$ cat config.mk
export PLATFORM = sky130hd
export DESIGN_NAME = cfa_core
export DESIGN_NICKNAME = d
export VERILOG_FILES = /design/src/logic/cfa_pkg.sv /design/src/logic/cfa_core.sv
export SDC_FILE = /design/constraint.sdc
export NUM_CORES = 1
export LEC_CHECK = 0
export ABC_AREA = 1
export BUFFER_PORTS_ARGS = -buffer_cell sky130_fd_sc_hd__buf_2
export CORE_ASPECT_RATIO = 0.5
export CORE_MARGIN = 8
export CORE_UTILIZATION = 61
export DETAILED_ROUTE_END_ITERATION = 7
export PLACE_DENSITY = 0.82
export RECOVER_POWER = 100
export SKIP_CTS_REPAIR_TIMING = 1
export SLEW_MARGIN = 20
export SYNTH_ARGS = -nofsm -noshare
export SYNTH_HDL_FRONTEND = slang
export SYNTH_SLANG_ARGS = --single-unit
$ cat constraint.sdc
create_clock -name core_clk -period 3.3 [get_ports core_clk]
set_input_delay 0.66 -clock core_clk [delete_from_list [all_inputs] [get_ports core_clk]]
set_output_delay 0.66 -clock core_clk [all_outputs]
set_load 0.01 [all_outputs]
$ cat src/logic/cfa_pkg.sv
// package for the condition-flag and operand-formatting block
// assumes a single 10 MHz core clock and an APB register port
package cfa_pkg;
    // ------------------------------------------------------------
    // flag bit positions
    // ------------------------------------------------------------
    localparam int SIGN_BIT  = 7;
    localparam int ZERO_BIT  = 6;
    localparam int HALF_BIT  = 4;
    localparam int PV_BIT    = 2;
    localparam int NSUB_BIT  = 1;
    localparam int CARRY_BIT = 0;
    localparam logic [7:0] FLAG_USED_MASK = 8'hd7;
    localparam logic [7:0] FLAG_RESET     = 8'h00;

    // ------------------------------------------------------------
    // register byte offsets
    // ------------------------------------------------------------
    localparam logic [7:0] OFF_FLAGS     = 8'h00; // condition_flags
    localparam logic [7:0] OFF_ALT_FLAGS = 8'h04; // alternate copy
    localparam logic [7:0] OFF_OPERANDS  = 8'h08; // {cmd, aux, b, a}
    localparam logic [7:0] OFF_RESULT    = 8'h0c; // {0, result}
    localparam logic [7:0] OFF_INSTR     = 8'h10; // instruction bytes 1..4
    localparam logic [7:0] OFF_PAIR      = 8'h14; // {second reg, first reg}
    localparam logic [7:0] OFF_ADDR      = 8'h18; // {target, operand addr}
    localparam logic [7:0] OFF_INFO      = 8'h1c; // decode info
    localparam logic [7:0] OFF_CONTROL   = 8'h20; // write-only actions

    // ------------------------------------------------------------
    // operation codes written to the command byte
    // ------------------------------------------------------------
    typedef enum logic [3:0] {
        OP_NONE, OP_ADD, OP_ADC, OP_SUB, OP_SBC, OP_AND, OP_OR, OP_XOR,
        OP_CMP, OP_ROTL, OP_ROTR, OP_BIT, OP_INPUT, OP_BLOCKIO,
        OP_FORCE_CARRY, OP_INVERT_CARRY
    } cfa_op_t;

    // decimal adjust is a control-register action, see bit 0
    localparam int CTRL_DEC_ADJ_BIT = 0;
    localparam int CTRL_SWAP_BIT = 1;

    // ------------------------------------------------------------
    // carried values
    // ------------------------------------------------------------
    typedef struct packed {
        logic [7:0] result;
        logic [7:0] flags;
        logic       update;
    } cfa_alu_t;

    typedef struct packed {
        logic [15:0] operand_addr;
        logic [15:0] branch_target;
        logic [15:0] restart_target;
        logic [15:0] imm16;
        logic [2:0]  reg_field;
    } cfa_fmt_t;
endpackage

$ cat src/logic/cfa_core.sv
// condition-flag generation and operand/instruction formatting
// assumes an APB master on core_clk; no other clock and no interrupts
//
// Operation
// - instructions of one to four bytes
// - multi-byte data least significant byte first
// - direct address: byte 2 low, byte 3 high
// - register chosen by two or three bit field
// - indirect: first register high, second low
// - immediate 8 or 16 bits, low byte first
// - branch target from bytes or register pair
// - restart goes to eight times vector field
// - flag layout S Z - H - PV N C, alternate copy
// - carry, parity, zero, sign are testable
// - carry from add carry or subtract borrow
// - rotates: carry gets bit 7 or bit 0
// - logic ops clear carry; set and invert carry
// - add clears N, subtract sets N
// - overflow when sign carry in differs out
// - parity one for even count of ones
// - half carry from bit 3 into 4
// - zero set when result is zero
// - compare subtracts without changing accumulator
// - bit test loads zero with inverse bit
// - block io zero when counter minus one zero
// - sign copies result bit 7
//
// Implementation choices: the placing of the registers and the APB register port.
`timescale 1ns/100ps
module cfa_core (
    // clock and reset
    input  wire logic        core_clk,
    input  wire logic        arst_n,
    // apb slave
    input  wire logic        psel,
    input  wire logic        penable,
    input  wire logic        pwrite,
    input  wire logic [7:0]  paddr,
    input  wire logic [31:0] pwdata,
    output logic [31:0]      prdata,
    output logic             pready,
    output logic             pslverr,
    // condition evaluation for branches
    input  wire logic [2:0]  cond_sel,
    output logic             cond_true
);
    // ------------------------------------------------------------
    // helpers
    // ------------------------------------------------------------
    function automatic logic even_parity(input logic [7:0] v);
        return ~^v;
    endfunction

    function automatic logic [15:0] join16(input logic [7:0] lo, input logic [7:0] hi);
        return {hi, lo};
    endfunction

    // ------------------------------------------------------------
    // state
    // ------------------------------------------------------------
    logic [7:0]  flags;
    logic [7:0]  alt_flags;
    logic [7:0]  opa;
    logic [7:0]  opb;
    logic [7:0]  aux;
    logic [7:0]  result;
    logic [31:0] instr;
    logic [15:0] pair;

    // ------------------------------------------------------------
    // apb decode
    // ------------------------------------------------------------
    wire wr_en   = psel & penable & pwrite;
    wire hit_fl  = paddr == cfa_pkg::OFF_FLAGS;
    wire hit_alt = paddr == cfa_pkg::OFF_ALT_FLAGS;
    wire hit_op  = paddr == cfa_pkg::OFF_OPERANDS;
    wire hit_res = paddr == cfa_pkg::OFF_RESULT;
    wire hit_ins = paddr == cfa_pkg::OFF_INSTR;
    wire hit_par = paddr == cfa_pkg::OFF_PAIR;
    wire hit_adr = paddr == cfa_pkg::OFF_ADDR;
    wire hit_inf = paddr == cfa_pkg::OFF_INFO;
    wire hit_ctl = paddr == cfa_pkg::OFF_CONTROL;
    wire mapped  = hit_fl | hit_alt | hit_op | hit_res | hit_ins | hit_par
                 | hit_adr | hit_inf | hit_ctl;
    wire cmd_go  = wr_en & hit_op;
    wire dec_adj_go = wr_en & hit_ctl & pwdata[cfa_pkg::CTRL_DEC_ADJ_BIT];
    wire swap_go = wr_en & hit_ctl & pwdata[cfa_pkg::CTRL_SWAP_BIT];

    assign pready  = 1'b1;
    assign pslverr = psel & penable & ~mapped;

    // ------------------------------------------------------------
    // flag arithmetic for the commanded operation
    // ------------------------------------------------------------
    cfa_pkg::cfa_op_t op;
    assign op = cfa_pkg::cfa_op_t'(pwdata[27:24]);
    wire [7:0] wa = pwdata[7:0];
    wire [7:0] wb = pwdata[15:8];
    wire [7:0] wx = pwdata[23:16];
    wire       cin_old = flags[cfa_pkg::CARRY_BIT];

    wire       is_sub  = op == cfa_pkg::OP_SUB || op == cfa_pkg::OP_SBC
                      || op == cfa_pkg::OP_CMP;
    wire       use_c   = (op == cfa_pkg::OP_ADC || op == cfa_pkg::OP_SBC) & cin_old;
    // subtract is done as add of the complement; borrow is the inverted carry
    wire [7:0] addend  = is_sub ? ~wb : wb;
    wire       cin     = is_sub ? ~use_c : use_c;
    wire [4:0] low_sum = {1'b0, wa[3:0]} + {1'b0, addend[3:0]} + {4'h0, cin};
    wire [7:0] low7    = {1'b0, wa[6:0]} + {1'b0, addend[6:0]} + {7'h00, cin};
    wire [8:0] sum     = {1'b0, wa} + {1'b0, addend} + {8'h00, cin};
    wire       c_into7 = low7[7];
    wire       carry_o = is_sub ? ~sum[8] : sum[8];
    wire       half_o  = is_sub ? ~low_sum[4] : low_sum[4];
    wire       ovf_o   = c_into7 ^ sum[8];

    cfa_pkg::cfa_alu_t alu;
    always_comb begin
        alu.result = wa;
        alu.flags  = flags;
        alu.update = 1'b1;
        case (op)
            cfa_pkg::OP_ADD, cfa_pkg::OP_ADC, cfa_pkg::OP_SUB, cfa_pkg::OP_SBC,
            cfa_pkg::OP_CMP: begin
                // compare keeps the accumulator value as its result
                alu.result = (op == cfa_pkg::OP_CMP) ? wa : sum[7:0];
                alu.flags[cfa_pkg::CARRY_BIT] = carry_o;
                alu.flags[cfa_pkg::NSUB_BIT]  = is_sub;
                alu.flags[cfa_pkg::PV_BIT]    = ovf_o;
                alu.flags[cfa_pkg::HALF_BIT]  = half_o;
                alu.flags[cfa_pkg::ZERO_BIT]  = sum[7:0] == 8'h00;
                alu.flags[cfa_pkg::SIGN_BIT]  = sum[7];
            end
            cfa_pkg::OP_AND, cfa_pkg::OP_OR, cfa_pkg::OP_XOR: begin
                if (op == cfa_pkg::OP_AND) begin
                    alu.result = wa & wb;
                end else if (op == cfa_pkg::OP_OR) begin
                    alu.result = wa | wb;
                end else begin
                    alu.result = wa ^ wb;
                end
                alu.flags[cfa_pkg::CARRY_BIT] = 1'b0;
                alu.flags[cfa_pkg::NSUB_BIT]  = 1'b0;
                alu.flags[cfa_pkg::HALF_BIT]  = op == cfa_pkg::OP_AND;
                alu.flags[cfa_pkg::PV_BIT]    = even_parity(alu.result);
                alu.flags[cfa_pkg::ZERO_BIT]  = alu.result == 8'h00;
                alu.flags[cfa_pkg::SIGN_BIT]  = alu.result[7];
            end
            cfa_pkg::OP_ROTL, cfa_pkg::OP_ROTR: begin
                // aux bit 0 selects rotate through carry
                if (op == cfa_pkg::OP_ROTL) begin
                    alu.result = {wa[6:0], wx[0] ? cin_old : wa[7]};
                    alu.flags[cfa_pkg::CARRY_BIT] = wa[7];
                end else begin
                    alu.result = {wx[0] ? cin_old : wa[0], wa[7:1]};
                    alu.flags[cfa_pkg::CARRY_BIT] = wa[0];
                end
                alu.flags[cfa_pkg::NSUB_BIT] = 1'b0;
                alu.flags[cfa_pkg::HALF_BIT] = 1'b0;
                alu.flags[cfa_pkg::PV_BIT]   = even_parity(alu.result);
                alu.flags[cfa_pkg::ZERO_BIT] = alu.result == 8'h00;
                alu.flags[cfa_pkg::SIGN_BIT] = alu.result[7];
            end
            cfa_pkg::OP_BIT: begin
                // aux[2:0] names the tested bit of operand a
                alu.flags[cfa_pkg::ZERO_BIT] = ~wa[wx[2:0]];
                alu.flags[cfa_pkg::HALF_BIT] = 1'b1;
                alu.flags[cfa_pkg::NSUB_BIT] = 1'b0;
            end
            cfa_pkg::OP_INPUT: begin
                // register_input_op: a is the received byte
                alu.flags[cfa_pkg::ZERO_BIT] = wa == 8'h00;
                alu.flags[cfa_pkg::SIGN_BIT] = wa[7];
                alu.flags[cfa_pkg::PV_BIT]   = even_parity(wa);
                alu.flags[cfa_pkg::HALF_BIT] = 1'b0;
                alu.flags[cfa_pkg::NSUB_BIT] = 1'b0;
            end
            cfa_pkg::OP_BLOCKIO: begin
                // b is the byte counter before the transfer
                alu.result = wb - 8'h01;
                alu.flags[cfa_pkg::ZERO_BIT] = (wb - 8'h01) == 8'h00;
                alu.flags[cfa_pkg::NSUB_BIT] = 1'b1;
            end
            cfa_pkg::OP_FORCE_CARRY: begin
                alu.flags[cfa_pkg::CARRY_BIT] = 1'b1;
                alu.flags[cfa_pkg::NSUB_BIT]  = 1'b0;
                alu.flags[cfa_pkg::HALF_BIT]  = 1'b0;
            end
            cfa_pkg::OP_INVERT_CARRY: begin
                alu.flags[cfa_pkg::CARRY_BIT] = ~cin_old;
                alu.flags[cfa_pkg::NSUB_BIT]  = 1'b0;
                alu.flags[cfa_pkg::HALF_BIT]  = cin_old;
            end
            default: begin
                alu.update = 1'b0;
            end
        endcase
    end

    // ------------------------------------------------------------
    // decimal adjust of the stored result
    // ------------------------------------------------------------
    wire       da_lo   = flags[cfa_pkg::HALF_BIT] | (result[3:0] > 4'h9);
    wire       da_hi   = flags[cfa_pkg::CARRY_BIT] | (result > 8'h99);
    wire [7:0] da_corr = {da_hi ? 4'h6 : 4'h0, da_lo ? 4'h6 : 4'h0};
    wire       da_sub  = flags[cfa_pkg::NSUB_BIT];
    wire [7:0] da_res  = da_sub ? result - da_corr : result + da_corr;
    wire [7:0] da_flags;
    assign da_flags = {da_res[7], da_res == 8'h00, 1'b0,
                       da_sub ? (flags[cfa_pkg::HALF_BIT] & ~da_lo)
                              : (result[3:0] > 4'h9),
                       1'b0, even_parity(da_res), da_sub, da_hi};

    // ------------------------------------------------------------
    // flag and operand registers
    // ------------------------------------------------------------
    always_ff @(posedge core_clk or negedge arst_n) begin
        if (!arst_n) begin
            flags     <= cfa_pkg::FLAG_RESET;
            alt_flags <= cfa_pkg::FLAG_RESET;
        end else if (swap_go) begin
            flags     <= alt_flags;
            alt_flags <= flags;
        end else if (dec_adj_go) begin
            flags     <= da_flags & cfa_pkg::FLAG_USED_MASK;
        end else if (cmd_go && alu.update) begin
            flags     <= alu.flags & cfa_pkg::FLAG_USED_MASK;
        end else if (wr_en && hit_fl) begin
            flags     <= pwdata[7:0] & cfa_pkg::FLAG_USED_MASK;
        end else if (wr_en && hit_alt) begin
            alt_flags <= pwdata[7:0] & cfa_pkg::FLAG_USED_MASK;
        end
    end

    // operand capture and result
    always_ff @(posedge core_clk or negedge arst_n) begin
        if (!arst_n) begin
            opa    <= 8'h00;
            opb    <= 8'h00;
            aux    <= 8'h00;
            result <= 8'h00;
        end else if (cmd_go) begin
            opa    <= wa;
            opb    <= wb;
            aux    <= wx;
            result <= alu.result;
        end else if (dec_adj_go) begin
            result <= da_res;
        end
    end

    // instruction bytes and register pair
    always_ff @(posedge core_clk or negedge arst_n) begin
        if (!arst_n) begin
            instr <= 32'h0000_0000;
            pair  <= 16'h0000;
        end else if (wr_en && hit_ins) begin
            instr <= pwdata;
        end else if (wr_en && hit_par) begin
            pair  <= pwdata[15:0];
        end
    end

    // ------------------------------------------------------------
    // instruction formatting; byte 1 is the opcode at lowest address
    // ------------------------------------------------------------
    wire [7:0] byte1 = instr[7:0];
    wire [7:0] byte2 = instr[15:8];
    wire [7:0] byte3 = instr[23:16];
    // pair register: [7:0] first register, [15:8] second register
    wire [15:0] pair_addr = join16(pair[15:8], pair[7:0]);

    cfa_pkg::cfa_fmt_t fmt;
    // direct address and 16-bit immediate share one word: byte 2 low, byte 3 high
    assign fmt.operand_addr   = byte1[0] ? pair_addr : fmt.imm16;
    assign fmt.branch_target  = byte1[1] ? pair_addr : join16(byte2, byte3);
    assign fmt.restart_target = {10'h000, byte1[5:3], 3'h0};
    assign fmt.imm16          = join16(byte2, byte3);
    // two-bit pair field or three-bit register field
    assign fmt.reg_field      = byte1[2] ? {1'b0, byte1[5:4]} : byte1[5:3];

    // ------------------------------------------------------------
    // condition test; only C, PV, Z and S are reachable
    // ------------------------------------------------------------
    logic cond_flag;
    always_comb begin
        case (cond_sel[2:1])
            2'd0:    cond_flag = flags[cfa_pkg::ZERO_BIT];
            2'd1:    cond_flag = flags[cfa_pkg::CARRY_BIT];
            2'd2:    cond_flag = flags[cfa_pkg::PV_BIT];
            default: cond_flag = flags[cfa_pkg::SIGN_BIT];
        endcase
    end
    assign cond_true = cond_flag ^ ~cond_sel[0];

    // ------------------------------------------------------------
    // read mux
    // ------------------------------------------------------------
    logic [31:0] rd;
    always_comb begin
        rd = 32'h0000_0000;
        if (hit_fl)  rd = {24'h000000, flags};
        if (hit_alt) rd = {24'h000000, alt_flags};
        if (hit_op)  rd = {8'h00, aux, opb, opa};
        if (hit_res) rd = {24'h000000, result};
        if (hit_ins) rd = instr;
        if (hit_par) rd = {16'h0000, pair};
        if (hit_adr) rd = {fmt.branch_target, fmt.operand_addr};
        if (hit_inf) rd = {fmt.restart_target, byte2, 5'h00, fmt.reg_field};
    end
    assign prdata = rd;
endmodule

---- Word-level counts from Yosys, hierarchy flattened ----
Index checks and enable logic that the tools add are counted.
operators by class
  add/subtract/negate cells ............... 9
  magnitude comparators ................... 3
  equal/unequal tests ..................... 33
  mux-type cells .......................... 50
  bitwise gates (word level) .............. 34
  reduce and logical (&&, ||, !) cells .... 37
operators with widths
  cell                                                                     number
  32-bit 2-to-1 mux                                                        7
  8-bit 2-to-1 mux                                                         20
  8-bit logical NOT                                                        7
  4-bit == test, second input constant                                     8
  8-bit by 5-bit == test with 1-bit output, second input constant          4
  16-bit 2-to-1 mux                                                        2
  8-bit one-hot mux with 4 select lines                                    1
  8-bit XNOR reduction                                                     4
  4-bit by 3-bit == test with 1-bit output, second input constant          4
  8-bit by 4-bit == test with 1-bit output, second input constant          2
  15-bit OR reduction                                                      1
  1-bit OR                                                                 10
  1-bit one-hot mux with 5 select lines                                    2
  2-bit AND reduction                                                      5
  8-bit by 8-bit adder with 9-bit output                                   1
  9-bit by 1-bit adder with 9-bit output                                   1
  1-bit bitwise AND                                                        9
  1-bit 2-to-1 mux                                                         9
  3-bit 2-to-1 mux                                                         3
  9-bit by 3-bit inequality test with 1-bit output, second input constant  1
  1-bit NOT                                                                9
  9-bit OR reduction                                                       1
  7-bit by 7-bit adder with 8-bit output                                   1
  8-bit by 1-bit adder with 8-bit output                                   1
  other kinds (41)                                                         53
word-level totals
  register bits after elaboration ......... 96
  output and inout port bits .............. 35

---- Logic depth before layout (Yosys ltp) ----
  depth after elaboration ................. 12
  mapped depth ............................ 21

---- Worst setup path after synthesis ----
OpenSTA, ideal clock, no wires.
  path type ............................... input to register
  from .................................... in pwdata[24]
  to ...................................... reg result[4]
  setup time .............................. 0.116 ns
  data arrival time ....................... 3.090 ns
  data required time ...................... 3.184 ns
  slack ................................... 0.094 ns
  cell stages on the path ................. 17
  buffers on the path ..................... 1
  cells stage by stage .................... nor2_1 > nand2_2 > inv_2 > nor2_1 > buf_4 > xor2_1 > fa_1 > fa_1 > nand3_1 > nand2_1 > xor2_1 > o21ai_0 > nand2_1 > nor2_1 > nand3_1 > nand2_1 > nand2_1
between the ends
  word-level cells in the longest chain between the ends .. 9
ends and longest elaborated chain
  what                                                                        line                              source
  start, declared                                                             cfa_core.sv:39                    input wire logic [31:0] pwdata,
  4-bit by 2-bit == test with 1-bit output (tied with other cells)            cfa_core.sv:102, cfa_core.sv:121
  1-bit logical OR, on equally long branches                                  cfa_core.sv:102, cfa_core.sv:104
  1-bit logical OR or 1-bit bitwise AND (tied branches)                       cfa_core.sv:103, cfa_core.sv:104
  8-bit 2-to-1 mux or 1-bit NOT (tied branches)                               cfa_core.sv:106, cfa_core.sv:107
  8-bit by 8-bit adder with 9-bit output or 1-bit 2-to-1 mux (tied branches)  cfa_core.sv:110, cfa_core.sv:107
  9-bit by 1-bit adder with 9-bit output                                      cfa_core.sv:110                   wire [8:0] sum = {1'b0, wa} + {1'b0, addend} + {8'h00, cin};
  8-bit 2-to-1 mux                                                            cfa_core.sv:125                   alu.result = (op == cfa_pkg::OP_CMP) ? wa : sum[7:0];
  8-bit one-hot mux with 4 select lines *                                     cfa_core.sv:121                   case (op)
  8-bit 2-to-1 mux *                                                          cfa_core.sv:241                   end else if (cmd_go) begin
  end signal, assigned                                                        cfa_core.sv:245                   result <= alu.result;
  end signal, assigned                                                        cfa_core.sv:247                   result <= da_res;
  end, declared                                                               cfa_core.sv:66                    logic [7:0] result;
Mark *: on every way between the ends. The rest lies on a longest branch, timed or not. The select of a mux whose other input is x is not followed.
A chain may end at the register's enable or synchronous reset.

---- Worst setup path after layout ----
  from .................................... in paddr[7]
  to ...................................... out prdata[0]
between the ends
  word-level cells in the longest chain between the ends .. 9
ends and longest elaborated chain
  what                 line             source
  start, declared      cfa_core.sv:38   input wire logic [7:0] paddr,
  8-bit logical NOT    cfa_core.sv:74   wire hit_fl = paddr == cfa_pkg::OFF_FLAGS;
  8-bit 2-to-1 mux     cfa_core.sv:301  if (hit_fl) rd = {24'h000000, flags};
  32-bit 2-to-1 mux    cfa_core.sv:302  if (hit_alt) rd = {24'h000000, alt_flags};
  32-bit 2-to-1 mux    cfa_core.sv:303  if (hit_op) rd = {8'h00, aux, opb, opa};
  32-bit 2-to-1 mux    cfa_core.sv:304  if (hit_res) rd = {24'h000000, result};
  32-bit 2-to-1 mux    cfa_core.sv:305  if (hit_ins) rd = instr;
  32-bit 2-to-1 mux    cfa_core.sv:306  if (hit_par) rd = {16'h0000, pair};
  32-bit 2-to-1 mux    cfa_core.sv:307  if (hit_adr) rd = {fmt.branch_target, fmt.operand_addr};
  32-bit 2-to-1 mux *  cfa_core.sv:308  if (hit_inf) rd = {fmt.restart_target, byte2, 5'h00, fmt.reg_field};
  end, declared        cfa_core.sv:40   output logic [31:0] prdata,
Mark *: on every way between the ends. The rest lies on a longest branch, timed or not.

==> flow_summary.ini <==
[logic_synthesis]
ys_seq_elements = 96
synth-compound-area-share = 0.215
synth_area_mm2 = 0.00798
ys_top_cells_by_area = dfrtp_1 30%, nand2_1 16%, o21ai_0 9.1%
yosysSeqAreaShare = 0.301
yosys.area_share.adder = 0.0834
synthMuxAreaShare = 0.00564
syn_area_per_cell_um2 = 6.83
ys.flop_type = dfrtp_1
yosysUniqueCellTypes = 49
yosys.area_share.xor_xnor = 0.0307
synth_top_area_share = 0.301
synthSimpleGateAreaFrac = 0.274
synth_common_cells = 334 x nand2_1, 145 x o21ai_0, 121 x inv_1
post-synth-top-count-cell = nand2_1
synth_top_family_by_area = simple AND/OR/NAND/NOR gates
yosysWarnings = 0
postSynthCellCount = 1168
synth_fp_nets = 1268
ys_async_sr_fraction = 1.00
yosysTopAreaCell = dfrtp_1
synth_edf_count = 0

[clock_tree]
cts_buffer_depth = 2
cts_root_buf = clkbuf_16
clkTransAtPathRegs_ns = 0.07
htreeDepth = 3
clkLatencyLatePin_ns = 0.35
numCtsBuffers = 9
cts_sinks = 96
cts_tree = yes

[routing]
drt_iter0_drc = 1023
wl_um = 28000
firstDrtPassIters = 5
wl_per_cell_um = 19.1
ant_nets = 0
via_per_inst = 6.07
route.detailed.drc = 0
num_vias = 8904

[finish]
layout.nets = 1391
stdcell_count = 1466
diodes = 0
final_core_util = 0.726
area_delta_synth_final_pct = 15.9
layout-drive-gt1-share = 0.170

[sta]
fin_crit_sh = 0.969
rsz0062_at_grt = true
period_needed_ns = 3.20
hold_viol_final = 0
tightest_slew_ns = 2.42
clock_skew_ns = 0.00654
max_freq_mhz = 313
slew_viol_final = 97
setup_viol = 0
maxSlewHeadroom = -0.614

[outcome]
status = finished, violations left
violations = max-capacitance violations, max-slew violations

[floorplanning]
coreArea_mm2 = 0.0127
dieArea_mm2 = 0.0172
io_pins = 83
die_h_um = 96.9
die_w_um = 178
rows = 29
initial_core_util = 0.627

[setup_path]
critPathTopFamily = buffers and inverters
critPathArrivalTime_ns = 2.54
criticalPathCategory = in2out
cp-end-kind = output port
cp_cell_sequence = clkbuf_1, nor2_4, nand3_2, inv_1, nand2_1, clkbuf_1, inv_2, a21oi_1, nand3_1, nand2_1, nand3_1, buf_2
cpMaxStageDelayCell = clkbuf_1
max_stage_delay_ns = 0.56
path_buf_inv = 5
worstSetupStartpointType = input pin
critical_path_required_ns = 2.64
worstPathMaxFanout = 12

[global_routing]
grt_pass1_vias = 8398
grt.total_usage = 0.320
grt_max_degree = 97
grt_overflow = 0
antenna_found_initial = 0
grt_pass1_wl_um = 44300

[power]
ir_worst_vdd_mv = 0.343
p_int_uw = 2120
switching_share = 0.346
leakagePower_uw = 0.00460
pwr-share-seq = 0.377
power_density_mw_per_mm2 = 351
power_frac_comb = 0.295
clkPwrFrac = 0.327
switchingPower_uw = 1120

[min_path]
hp-class = reg2reg

[run]
drv_cap = 1

[placed_design]
placed_cells = 1449
placement.io_buffers = 81
gp_congestion = 0.984
hpwl_um = 21200
[registers in the layout, summed over array words and instances (netlist names)]
register,count
opb,8
pair,16
flags,8
result,8
alt_flags,8
aux,8
opa,8
instr,32
[layer usage]
layer / wire (um) / up-vias / part of all wire / track usage
met4: 979 / 0 / 0.035 / 0.103
met3: 3660 / 101 / 0.13 / 0.0946
met5: 0 / - / 0 / 0
met1: 11300 / 4123 / 0.40 / 0.424
li1: - / 4140 / - / -
met2: 12100 / 540 / 0.43 / 0.494
[metrics by stage]
step                      setup slack (ns)  hold WS, ns  area [um2]  setup TNS, ns  power [uW]
after floorplan                     0.0935        0.364        7980              0        1810
after global placement             -0.0607        0.467        8960         -0.127        2110
after detailed placement            -0.168        0.472        8960         -0.440        2130
after CTS                           -0.223        0.377        9260         -0.228        3180
after global routing               -0.0589        0.503        9250        -0.0589        3400
final                                0.103        0.487        9250              0        3240
[cells in the final DEF (no fill, tap or decap), types with 8 or more instances in the layout]
| master | count |
|---|---|
| o21ai_0 | 143 |
| buf_4 | 66 |
| inv_2 | 11 |
| inv_1 | 121 |
| clkbuf_16 | 9 |
| nor2_1 | 69 |
| a21oi_1 | 64 |
| buf_2 | 78 |
| ha_1 | 48 |
| o21ai_1 | 9 |
| a221oi_1 | 8 |
| nand4_1 | 12 |
| nand2_1 | 336 |
| o22ai_1 | 15 |
| o211ai_1 | 23 |
| nand3_1 | 55 |
| o221ai_1 | 14 |
| xnor2_1 | 12 |
| xor2_1 | 15 |
| dfrtp_1 | 96 |
[path summary, 6_finish.rpt]
kind / start / to / slack [ns] / cells after the start
min in group asynchronous: arst_n / aux[6] / 1.09 / 2
worst min register to register: aux[2] / aux[2] / 0.49 / 2
worst min-delay path: aux[2] / aux[2] / 0.49 / 2
worst max-delay path: paddr[7] / prdata[0] / 0.10 / 12
worst max register to register: result[2] / flags[2] / 0.11 / 20
max in group asynchronous: arst_n / instr[7] / 0.73 / 2
[logic make-up (layout without fill, tap and decap cells)]
kind of cell | count (synthesis) | count (layout)
and+or+nand+nor | 510 | 510
AOI/OAI and AO/OA | 297 | 297
buffers and inverters | 180 | 308
DFF | 96 | 96
adders and majority gates | 52 | 52
xor gates and xnor gates | 28 | 28
muxes | 4 | 4
other | 1 | 1
[tightest hold or removal path, stage by stage, from the launching register on]
cell,delay [ns]
dfrtp_1,0.35
nand2_1,0.05
o21ai_0,0.05
[cell type report]
type                    count  area [um2]
fillers                  1040        3490
flip-flops and latches     96        2400
multi-input cells         892        4890
clock buffers               9         225
clock inverters             7        73.8
inverters                 138         519
repair buffers            154         931
well taps                 170         213
[power groups by stage]
stage | sequential, uW | combinational [uW] | clock (uW)
after floorplan | 1240 | 575 | 0
after global placement | 1240 | 866 | 0
after detailed placement | 1240 | 886 | 0
after CTS | 1220 | 894 | 1070
after global routing | 1230 | 1060 | 1120
final | 1220 | 958 | 1060
Note: power is estimated with default switching activity, not from simulation.
